==> config.mk <==
export PLATFORM = sky130hd
export DESIGN_NAME = dcp_regs
export DESIGN_NICKNAME = d
export VERILOG_FILES = /design/src/dcp_pkg.sv /design/src/dcp_regs.sv
export SDC_FILE = /design/constraint.sdc
export NUM_CORES = 1
export LEC_CHECK = 0
export BUFFER_PORTS_ARGS = -buffer_cell sky130_fd_sc_hd__buf_2
export CORE_MARGIN = 5
export CORE_UTILIZATION = 25
export CTS_BUF_LIST = sky130_fd_sc_hd__clkbuf_8
export DETAILED_ROUTE_END_ITERATION = 16
export PLACE_DENSITY = 0.51
export SLEW_MARGIN = 15
export SYNTH_ARGS = -nofsm -noshare
export SYNTH_HDL_FRONTEND = slang
export SYNTH_SLANG_ARGS = --single-unit
==> constraint.sdc <==
create_clock -name clk -period 1.4 [get_ports clk]
set_input_delay 0.14 -clock clk [delete_from_list [all_inputs] [get_ports clk]]
set_output_delay 0.14 -clock clk [all_outputs]
set_load 0.05 [all_outputs]
==> src/dcp_pkg.sv <==
//------------------------------------------------------------
// clear and power-down register bank constants
//------------------------------------------------------------
package dcp_pkg;

  //------------------------------------------------------------
  // register map
  //------------------------------------------------------------
  localparam logic [7:0] DCP_CLR_LO_OFS = 8'hb0;
  localparam logic [7:0] DCP_CLR_HI_OFS = 8'hb1;
  localparam logic [7:0] DCP_PWR_LO_OFS = 8'hb2;
  localparam logic [7:0] DCP_PWR_HI_OFS = 8'hb3;
  localparam logic [7:0] DCP_REG_RST    = 8'h00;
  localparam logic [7:0] DCP_UNMAPPED   = 8'h00;
  localparam logic [15:0] DCP_CLAMP_RST = 16'hffff; // every channel clamped after reset

  //------------------------------------------------------------
  // carriers
  //------------------------------------------------------------
  typedef struct packed {
    logic [7:0] addr;
    logic [7:0] wdata;
    logic       wr;
    logic       rd;
  } dcp_bus_s;

  typedef struct packed {
    logic [7:0] clr_lo;
    logic [7:0] clr_hi;
    logic [7:0] pwr_lo;
    logic [7:0] pwr_hi;
    logic [7:0] rdata;
    logic [15:0] clear_out;
    logic [15:0] active_out;
    logic [15:0] clamp_out;
  } dcp_state_s;

endpackage

==> src/dcp_regs.sv <==
// The plain strobed port was chosen for this implementation.
`timescale 1ns/1ps
module dcp_regs
  import dcp_pkg::*;
#(
  parameter int CHANNELS = 16
) (
  input  wire logic        clk,
  input  wire logic        rst,
  input  wire dcp_bus_s    bus,
  output logic [7:0]       rdata,
  output logic [15:0]      dac_clear,
  output logic [15:0]      dac_active,
  output logic [15:0]      dac_clamp
);

  //------------------------------------------------------------
  // elaboration checks
  //------------------------------------------------------------
  if (CHANNELS != 16) begin : g_bad_channels
    $error("dcp_regs supports exactly sixteen channels");
  end

  dcp_state_s state_r;
  dcp_state_s state_nxt;

  //------------------------------------------------------------
  // next state
  //------------------------------------------------------------
  // register writes, readback, and per-channel controls
  always_comb begin
    state_nxt = state_r;
    if (bus.wr) begin
      unique case (bus.addr)
        DCP_CLR_LO_OFS: state_nxt.clr_lo = bus.wdata;
        DCP_CLR_HI_OFS: state_nxt.clr_hi = bus.wdata;
        DCP_PWR_LO_OFS: state_nxt.pwr_lo = bus.wdata;
        DCP_PWR_HI_OFS: state_nxt.pwr_hi = bus.wdata;
        default: ;
      endcase
    end
    // read data valid in the cycle after the strobe only
    state_nxt.rdata = DCP_UNMAPPED;
    if (bus.rd) begin
      unique case (bus.addr)
        DCP_CLR_LO_OFS: state_nxt.rdata = state_r.clr_lo;
        DCP_CLR_HI_OFS: state_nxt.rdata = state_r.clr_hi;
        DCP_PWR_LO_OFS: state_nxt.rdata = state_r.pwr_lo;
        DCP_PWR_HI_OFS: state_nxt.rdata = state_r.pwr_hi;
        default:        state_nxt.rdata = DCP_UNMAPPED;
      endcase
    end
    // outputs follow stored bits one cycle later
    state_nxt.clear_out  = {state_r.clr_hi, state_r.clr_lo};
    state_nxt.active_out = {state_r.pwr_hi, state_r.pwr_lo};
    state_nxt.clamp_out  = ~{state_r.pwr_hi, state_r.pwr_lo};
  end

  //------------------------------------------------------------
  // state register
  //------------------------------------------------------------
  // synchronous reset: everything off and clamped
  always_ff @(posedge clk) begin
    if (rst) begin
      state_r            <= '0;
      state_r.clr_lo     <= DCP_REG_RST;
      state_r.clr_hi     <= DCP_REG_RST;
      state_r.pwr_lo     <= DCP_REG_RST;
      state_r.pwr_hi     <= DCP_REG_RST;
      state_r.clamp_out  <= DCP_CLAMP_RST;
    end else begin
      state_r <= state_nxt;
    end
  end

  assign rdata      = state_r.rdata;
  assign dac_clear  = state_r.clear_out;
  assign dac_active = state_r.active_out;
  assign dac_clamp  = state_r.clamp_out;

  //------------------------------------------------------------
  // assertions
  //------------------------------------------------------------
  a_clear_follow: assert property (@(posedge clk) disable iff (rst)
    (bus.wr && bus.addr == DCP_CLR_LO_OFS) |-> ##2 dac_clear[7:0] == $past(bus.wdata, 2))
    else $error("low clear outputs do not follow write");
  a_clear_release: assert property (@(posedge clk) disable iff (rst)
    (bus.wr && bus.addr == DCP_CLR_HI_OFS && bus.wdata == 8'h00) |-> ##2 dac_clear[15:8] == 8'h00)
    else $error("cleared channels not released");
  a_clear_hi_map: assert property (@(posedge clk) disable iff (rst)
    (bus.wr && bus.addr == DCP_CLR_HI_OFS) |-> ##2 dac_clear[15:8] == $past(bus.wdata, 2))
    else $error("high clear outputs do not follow write");
  a_reset_off: assert property (@(posedge clk)
    rst |=> (dac_active == 16'h0000 && dac_clamp == DCP_CLAMP_RST))
    else $error("channels not off after reset");
  a_clamp_inverse: assert property (@(posedge clk) disable iff (rst)
    ##1 dac_clamp == ~dac_active)
    else $error("clamp is not inverse of active");
  a_power_on: assert property (@(posedge clk) disable iff (rst)
    (bus.wr && bus.addr == DCP_PWR_LO_OFS && bus.wdata[0]) |-> ##2 dac_active[0])
    else $error("channel zero not activated");
  a_power_lo_map: assert property (@(posedge clk) disable iff (rst)
    (bus.wr && bus.addr == DCP_PWR_LO_OFS) |-> ##2 dac_active[7:0] == $past(bus.wdata, 2))
    else $error("low power outputs do not follow write");
  a_power_hi_map: assert property (@(posedge clk) disable iff (rst)
    (bus.wr && bus.addr == DCP_PWR_HI_OFS) |-> ##2 dac_active[15:8] == $past(bus.wdata, 2))
    else $error("high power outputs do not follow write");
  a_readback: assert property (@(posedge clk) disable iff (rst)
    (bus.wr && bus.addr == DCP_PWR_HI_OFS) ##1 (bus.rd && bus.addr == DCP_PWR_HI_OFS)
    |-> ##1 rdata == $past(bus.wdata, 2))
    else $error("readback differs from written value");

  //------------------------------------------------------------
  // checker helpers
  //------------------------------------------------------------
  // stored bits gathered per channel, low register first
  logic [15:0] clr_bits;
  logic [15:0] pwr_bits;
  logic        addr_mapped;

  assign clr_bits    = {state_r.clr_hi, state_r.clr_lo};
  assign pwr_bits    = {state_r.pwr_hi, state_r.pwr_lo};
  assign addr_mapped = (bus.addr >= DCP_CLR_LO_OFS) && (bus.addr <= DCP_PWR_HI_OFS);

  //------------------------------------------------------------
  // per-channel checks
  //------------------------------------------------------------
  // each clear and active output follows its own stored bit one cycle later; each clamp output is the inverse of its active output
  for (genvar ch = 0; ch < CHANNELS; ch++) begin : g_chan
    a_chan_clear: assert property (@(posedge clk) disable iff (rst)
      !$past(rst) |-> dac_clear[ch] == $past(clr_bits[ch]))
      else $error("channel clear output differs from stored bit");
    a_chan_active: assert property (@(posedge clk) disable iff (rst)
      !$past(rst) |-> dac_active[ch] == $past(pwr_bits[ch]))
      else $error("channel active output differs from stored bit");
    a_chan_clamp: assert property (@(posedge clk) disable iff (rst)
      dac_clamp[ch] == !dac_active[ch])
      else $error("channel clamp equals channel active");
  end

  //------------------------------------------------------------
  // register bank checks
  //------------------------------------------------------------
  // write to low clear register lands at the strobe edge
  a_wr_clr_lo: assert property (@(posedge clk) disable iff (rst)
    (bus.wr && bus.addr == DCP_CLR_LO_OFS)
    |=> state_r.clr_lo == $past(bus.wdata))
    else $error("low clear register missed write");

  // write to high clear register lands at the strobe edge
  a_wr_clr_hi: assert property (@(posedge clk) disable iff (rst)
    (bus.wr && bus.addr == DCP_CLR_HI_OFS)
    |=> state_r.clr_hi == $past(bus.wdata))
    else $error("high clear register missed write");

  // write to low power register lands at the strobe edge
  a_wr_pwr_lo: assert property (@(posedge clk) disable iff (rst)
    (bus.wr && bus.addr == DCP_PWR_LO_OFS)
    |=> state_r.pwr_lo == $past(bus.wdata))
    else $error("low power register missed write");

  // write to high power register lands at the strobe edge
  a_wr_pwr_hi: assert property (@(posedge clk) disable iff (rst)
    (bus.wr && bus.addr == DCP_PWR_HI_OFS)
    |=> state_r.pwr_hi == $past(bus.wdata))
    else $error("high power register missed write");

  // low clear write leaves the other registers alone
  a_iso_clr_lo: assert property (@(posedge clk) disable iff (rst)
    (bus.wr && bus.addr == DCP_CLR_LO_OFS)
    |=> $stable(state_r.clr_hi) && $stable(pwr_bits))
    else $error("low clear write disturbed another register");

  // high clear write leaves the other registers alone
  a_iso_clr_hi: assert property (@(posedge clk) disable iff (rst)
    (bus.wr && bus.addr == DCP_CLR_HI_OFS)
    |=> $stable(state_r.clr_lo) && $stable(pwr_bits))
    else $error("high clear write disturbed another register");

  // low power write leaves the other registers alone
  a_iso_pwr_lo: assert property (@(posedge clk) disable iff (rst)
    (bus.wr && bus.addr == DCP_PWR_LO_OFS)
    |=> $stable(state_r.pwr_hi) && $stable(clr_bits))
    else $error("low power write disturbed another register");

  // high power write leaves the other registers alone
  a_iso_pwr_hi: assert property (@(posedge clk) disable iff (rst)
    (bus.wr && bus.addr == DCP_PWR_HI_OFS)
    |=> $stable(state_r.pwr_lo) && $stable(clr_bits))
    else $error("high power write disturbed another register");

  // clear bits hold while no write is made
  a_hold_clr: assert property (@(posedge clk) disable iff (rst)
    !bus.wr
    |=> $stable(clr_bits))
    else $error("clear bits changed without a write");

  // power bits hold while no write is made
  a_hold_pwr: assert property (@(posedge clk) disable iff (rst)
    !bus.wr
    |=> $stable(pwr_bits))
    else $error("power bits changed without a write");

  // writes outside the bank change nothing
  a_unmapped_wr: assert property (@(posedge clk) disable iff (rst)
    (bus.wr && !addr_mapped)
    |=> $stable(clr_bits) && $stable(pwr_bits))
    else $error("unmapped write changed a register");

  // read of low clear register returns stored byte
  a_rd_clr_lo: assert property (@(posedge clk) disable iff (rst)
    (bus.rd && bus.addr == DCP_CLR_LO_OFS)
    |=> rdata == $past(state_r.clr_lo))
    else $error("low clear readback wrong");

  // read of high clear register returns stored byte
  a_rd_clr_hi: assert property (@(posedge clk) disable iff (rst)
    (bus.rd && bus.addr == DCP_CLR_HI_OFS)
    |=> rdata == $past(state_r.clr_hi))
    else $error("high clear readback wrong");

  // read of low power register returns stored byte
  a_rd_pwr_lo: assert property (@(posedge clk) disable iff (rst)
    (bus.rd && bus.addr == DCP_PWR_LO_OFS)
    |=> rdata == $past(state_r.pwr_lo))
    else $error("low power readback wrong");

  // read of high power register returns stored byte
  a_rd_pwr_hi: assert property (@(posedge clk) disable iff (rst)
    (bus.rd && bus.addr == DCP_PWR_HI_OFS)
    |=> rdata == $past(state_r.pwr_hi))
    else $error("high power readback wrong");

  // reads outside the bank return zero
  a_rd_unmapped: assert property (@(posedge clk) disable iff (rst)
    (bus.rd && !addr_mapped)
    |=> rdata == DCP_UNMAPPED)
    else $error("unmapped read not zero");

  // read data stands only in the cycle after the strobe
  a_rd_idle: assert property (@(posedge clk) disable iff (rst)
    !bus.rd
    |=> rdata == DCP_UNMAPPED)
    else $error("read data present without a read");

  // reads never change stored bits
  a_rd_no_side: assert property (@(posedge clk) disable iff (rst)
    (bus.rd && !bus.wr)
    |=> $stable(clr_bits) && $stable(pwr_bits))
    else $error("read changed a register");

  // reset zeroes all power bits
  a_rst_pwr: assert property (@(posedge clk)
    rst
    |=> pwr_bits == 16'h0000)
    else $error("power bits not zero after reset");

  // reset zeroes all clear bits
  a_rst_clr: assert property (@(posedge clk)
    rst
    |=> clr_bits == 16'h0000)
    else $error("clear bits not zero after reset");

  // reset releases every clear output
  a_rst_clear_out: assert property (@(posedge clk)
    rst
    |=> dac_clear == 16'h0000)
    else $error("clear outputs not released by reset");

  // reset clamps every channel
  a_rst_clamp: assert property (@(posedge clk)
    rst
    |=> dac_clamp == DCP_CLAMP_RST)
    else $error("channels not clamped after reset");

  // reset drops read data
  a_rst_rdata: assert property (@(posedge clk)
    rst
    |=> rdata == DCP_UNMAPPED)
    else $error("read data not zero after reset");

  // low clear write read back in the very next cycle
  a_wr_rd_lo: assert property (@(posedge clk) disable iff (rst)
    (bus.wr && bus.addr == DCP_CLR_LO_OFS) ##1 (bus.rd && bus.addr == DCP_CLR_LO_OFS)
    |=> rdata == $past(bus.wdata, 2))
    else $error("back to back readback of low clear wrong");

  // top bit of low clear forces channel seven
  a_clear_set_one: assert property (@(posedge clk) disable iff (rst)
    (bus.wr && bus.addr == DCP_CLR_LO_OFS && bus.wdata[7])
    |-> ##2 dac_clear[7])
    else $error("channel seven not forced clear");

  // bit six of high clear forces channel fourteen
  a_clear_hi_one: assert property (@(posedge clk) disable iff (rst)
    (bus.wr && bus.addr == DCP_CLR_HI_OFS && bus.wdata[6])
    |-> ##2 dac_clear[14])
    else $error("channel fourteen not forced clear");

  // zero to low clear returns channels to normal
  a_clear_zero: assert property (@(posedge clk) disable iff (rst)
    (bus.wr && bus.addr == DCP_CLR_LO_OFS && bus.wdata == 8'h00)
    |-> ##2 dac_clear[7:0] == 8'h00)
    else $error("low channels not released from clear");

  // zero power bit keeps channel zero clamped
  a_power_off: assert property (@(posedge clk) disable iff (rst)
    (bus.wr && bus.addr == DCP_PWR_LO_OFS && !bus.wdata[0])
    |-> ##2 (dac_clamp[0] && !dac_active[0]))
    else $error("channel zero not clamped");

  // top bit of high power activates channel fifteen
  a_power_hi_on: assert property (@(posedge clk) disable iff (rst)
    (bus.wr && bus.addr == DCP_PWR_HI_OFS && bus.wdata[7])
    |-> ##2 (dac_active[15] && !dac_clamp[15]))
    else $error("channel fifteen not activated");

  // zero bit five of high power clamps channel thirteen
  a_power_hi_off: assert property (@(posedge clk) disable iff (rst)
    (bus.wr && bus.addr == DCP_PWR_HI_OFS && !bus.wdata[5])
    |-> ##2 (dac_clamp[13] && !dac_active[13]))
    else $error("channel thirteen not clamped");

  // clear writes leave power bits alone
  a_clear_indep: assert property (@(posedge clk) disable iff (rst)
    (bus.wr && (bus.addr == DCP_CLR_LO_OFS || bus.addr == DCP_CLR_HI_OFS))
    |=> $stable(pwr_bits))
    else $error("clear write changed power bits");

  // power writes leave clear bits alone
  a_power_indep: assert property (@(posedge clk) disable iff (rst)
    (bus.wr && (bus.addr == DCP_PWR_LO_OFS || bus.addr == DCP_PWR_HI_OFS))
    |=> $stable(clr_bits))
    else $error("power write changed clear bits");

  // clear outputs stay put while stored bits do
  a_clear_steady: assert property (@(posedge clk) disable iff (rst)
    (!$past(rst) && $stable(clr_bits))
    |=> $stable(dac_clear))
    else $error("clear outputs moved without a write");

  // active outputs stay put while stored bits do
  a_active_steady: assert property (@(posedge clk) disable iff (rst)
    (!$past(rst) && $stable(pwr_bits))
    |=> $stable(dac_active))
    else $error("active outputs moved without a write");

endmodule

# Yosys cells after proc, flatten, opt, wreduce, memory -nomap -nowiden
# Cells that the tools add are included.
[totals]
wordCells = 20
reg_bits = 88
in_bits = 20
[classes]
n_reduce_logical = 5
bitwise_logic = 2
n_mux = 1
eq_ne = 4
[op_table]
columns = ["operator", "count"]
rows = [
  ["8-bit equality test, second input constant", 4],
  ["8-bit one-hot mux with 4 select lines", 1],
  ["16-bit NOT", 1],
  ["2-bit AND reduction", 4],
  ["2-bit OR reduction", 1],
  ["1-bit NOT", 1],
]

# Depth between registers and ports, before layout
[logic_depth]
depth_word = 2
depth_mapped = 4
mapped_depth_nobuf = 3

# Worst setup path before layout
# No wires, ideal clock.
[synth_timing]
path_type = "input -> register"
start = "input bus[11] (netlist bit)"
end = "register state_r (netlist bit rdata[1])"
setup_slack_ps = 373
t_arrival_ps = 908
required_time_ps = 1281
stages = 3
cell_sequence = "buf_6 > mux4_1 > nor2b_1"
[synth_via]
elab_chain_len = 2
word_cells_on_any_way = 5
classes_between = "4 x eq/ne; 1 x mux"
[synth_rtl]
columns = ["item", "line_no", "text"]
rows = [
  ["start, declared", "dcp_regs.sv:10", "input wire dcp_bus_s bus,"],
  ["8-bit equality test", "dcp_regs.sv:45", "unique case (bus.addr)"],
  ["8-bit one-hot mux with 4 select lines *", "dcp_regs.sv:45", ""],
  ["end signal, assigned", "dcp_regs.sv:72", "state_r <= state_nxt;"],
  ["end, declared", "dcp_regs.sv:24", "dcp_state_s state_r;"],
]
# Mark *: on every way between the ends. The rest lies on a longest branch, timed or not.
# A chain may end at the register's enable or synchronous reset.

# Worst setup path after layout
[layout_timing]
start = "register state_r (netlist bit rdata[0])"
end = "output rdata[0]"
[layout_rtl]
columns = ["item", "line_no", "text"]
rows = [
  ["end, declared", "dcp_regs.sv:11", "output logic [7:0] rdata,"],
]
# No word-level cell between the ends.

==> flow_metrics.tcl <==
set metrics [dict create \
    die_y_microns 117.7 \
    drive_gt1_frac 0.3161 \
    numPortBuffers 75 \
    netlist.top_cell.by_area "dfxtp_1" \
    avgRoutedWirePerCell_microns 13.92 \
    grt_pass1_vias 1881 \
    synth.area.top_cells "dfxtp_1 (61%), mux2i_1 (11%), nand2b_1 (8.6%), mux4_1 (6.3%), inv_1 (4.1%)" \
    min_period_over_period 0.8009 \
    wl_met2_microns 3006 \
    timing.final.max_slew_violations 0 \
    seq_area_frac_synth 0.6079 \
    synth_nets 246 \
    finalPower_w 0.004640 \
    ir_drop_mv 0.4780 \
    overflow 0 \
    fmax_ghz 0.8919 \
    wl_met1_microns 2735 \
    crit_fanout 1 \
    synth_area_sq_um 2898 \
    hold_buffers 0 \
    endpoint_kind "primary output" \
    gp_congestion 0.7133 \
    core_sq_um 11370 \
    top_layer "met4" \
    dr.pass1.iters 4 \
    rsz0062_at_grt "no" \
    tns_ns 0 \
    slowest_delay_ns 0.36 \
    synth_common_cells "dfxtp_1 (88), nand2b_1 (40), inv_1 (32), mux2i_1 (32), nor2b_1 (8)" \
    cts_buffer_depth 2 \
    synthArstFlopShare 0 \
    start_util 0.2549 \
    yosysWarnings 0 \
    relSlewSlack 0.6133 \
    fin_nets 327 \
    synth_ff_type "dfxtp_1" \
    grt_pass1_wl_microns 10140 \
    via_per_inst 3.879 \
    synth_top_area_frac 0.6079 \
    cts.sinks 88 \
    totalWireLength_microns 6307 \
    dr.first_iter.drc_count 59 \
    fin_crit_ns 1.121 \
    path_cells "buf_2" \
    route.met3.wl_microns 464 \
    clkTransAtPathRegs_ns 0.09 \
    crit_arrival_ns 0.98 \
    die_width_microns 117.7 \
    critPathTopFamily "flip-flops" \
    antenna_left 0 \
    ctsRootBufferMaster "clkbuf_8" \
    ctsResizeCount 0 \
    startpoint_type "flip-flop" \
    setup_viol 0 \
    fin_area_sq_um 3661 \
    diodes 0 \
    dpl_worst_slack_ns 0.1053 \
    synth_edf_count 0 \
    clk_latency_ns 0.36 \
    fin_skew_ns 0.01215 \
    synth.most_common_cell "dfxtp_1" \
    synth_cells 226 \
    leakagePower_nw 2.058 \
    syn_avg_cell_area_sq_um 12.82 \
    htree_levels 3 \
    dpl_cell_area_sq_um 3438 \
    final_util 0.3220 \
    crit_type "reg2out" \
    cp_num_buf_inv 1 \
    timing.final.ws_setup_ns 0.2788 \
    dieArea_sq_um 13840 \
    cts_tree "yes" \
    cp_slowest_cell "dfxtp_1" \
    track_usage 0.09572 \
    row_count 39 \
    tightestPinTransition_ns 0.5800 \
    place_hpwl_microns 4477 \
    r2r_slack_ns 0.35 \
    cts_buffers 9 \
    hold_path.class "in2reg" \
    final_hold_viol_count 0 \
    grt_max_degree 42 \
    ios 76 \
    drc 0 \
    cap_violations 0 \
    critPathRequiredTime_ns 1.26 \
    power.density_nw_per_um2 1267 \
    outcome "finished, final reports clean" \
    syn2layout_area_growth_pct 26.34 \
    antenna_found_initial 0 \
    ys_ff_latch 88 \
    post-cts-setup-buffers 0 \
    num_vias 1757 \
    synth_cell_type_count 17 \
]
## registers in the layout (all words and copies together) (netlist names)
name / flops
dac_clamp: 16
pwr_bits: 16
dac_clear: 16
clr_bits: 16
dac_active: 16
rdata: 8
## area by class of cell
type                            count  area [sq um]
Sequential cell                    88          1762
Inverter                           32         120.1
Timing Repair Buffer               77         402.9
Clock buffer                        9         123.9
Tap cell                          143         178.9
Fill cell                        1171          7709
Clock inverter                      5         98.84
Multi-Input combinational cell     99         974.7
## cells by family (layout without fill, tap and decap cells)
group	Yosys count	after routing	share of synthesized area
and+or+nand+nor	59	59	0.1546
DFF	88	88	0.6079
buffers and inverters	39	123	0.05570
muxes	40	40	0.1818
## path summary, 6_finish.rpt
check | endpoint | from | depth (start not counted)
max | rdata[0] | rdata[0] | 1
min | pwr_bits[2] | bus[4] | 3
max reg2reg | rdata[0] | pwr_bits[0] | 2
min reg2reg | dac_clamp[15] | pwr_bits[15] | 1
## per-stage QoR
step           hold WS, ns  std cells
3_5_place_dp        0.4503        439
2_1_floorplan       0.3606        226
5_1_grt             0.1305        453
4_1_cts             0.1026        453
6_report            0.1241        453
3_3_place_gp        0.4474        439
## power by group
part	total (W)	internal (W)	switching (W)	leakage, nW
Clock	0.00200	0.00116	0.000843	0.116
Combinational	0.000137	0.0000618	0.0000757	1.23
Sequential	0.00250	0.00250	0.000000694	0.709
## placed cells by master, fill, tap and decap left out, drive strengths merged
cell / Yosys / routed
nand4b: 1 / 1
and2b: 2 / 2
inv: 32 / 33
buf: 3 / 77
nor2b: 8 / 8
dfxtp: 88 / 88
and2: 1 / 1
and4b: 1 / 1
nand2b: 40 / 40
clkinv: 0 / 1
clkbuf: 4 / 9
nor2: 2 / 2
mux4: 8 / 8
bufinv: 0 / 3
mux2i: 32 / 32
nand4: 4 / 4
## per-layer routing
metal / GRT usage / up-vias
met4: 0.03871 / 0
met2: 0.1524 / 48
li1: - / 887
met5: 0 / -
met1: 0.1108 / 811
met3: 0.04517 / 11
Note: power is estimated with default switching activity, not from simulation.
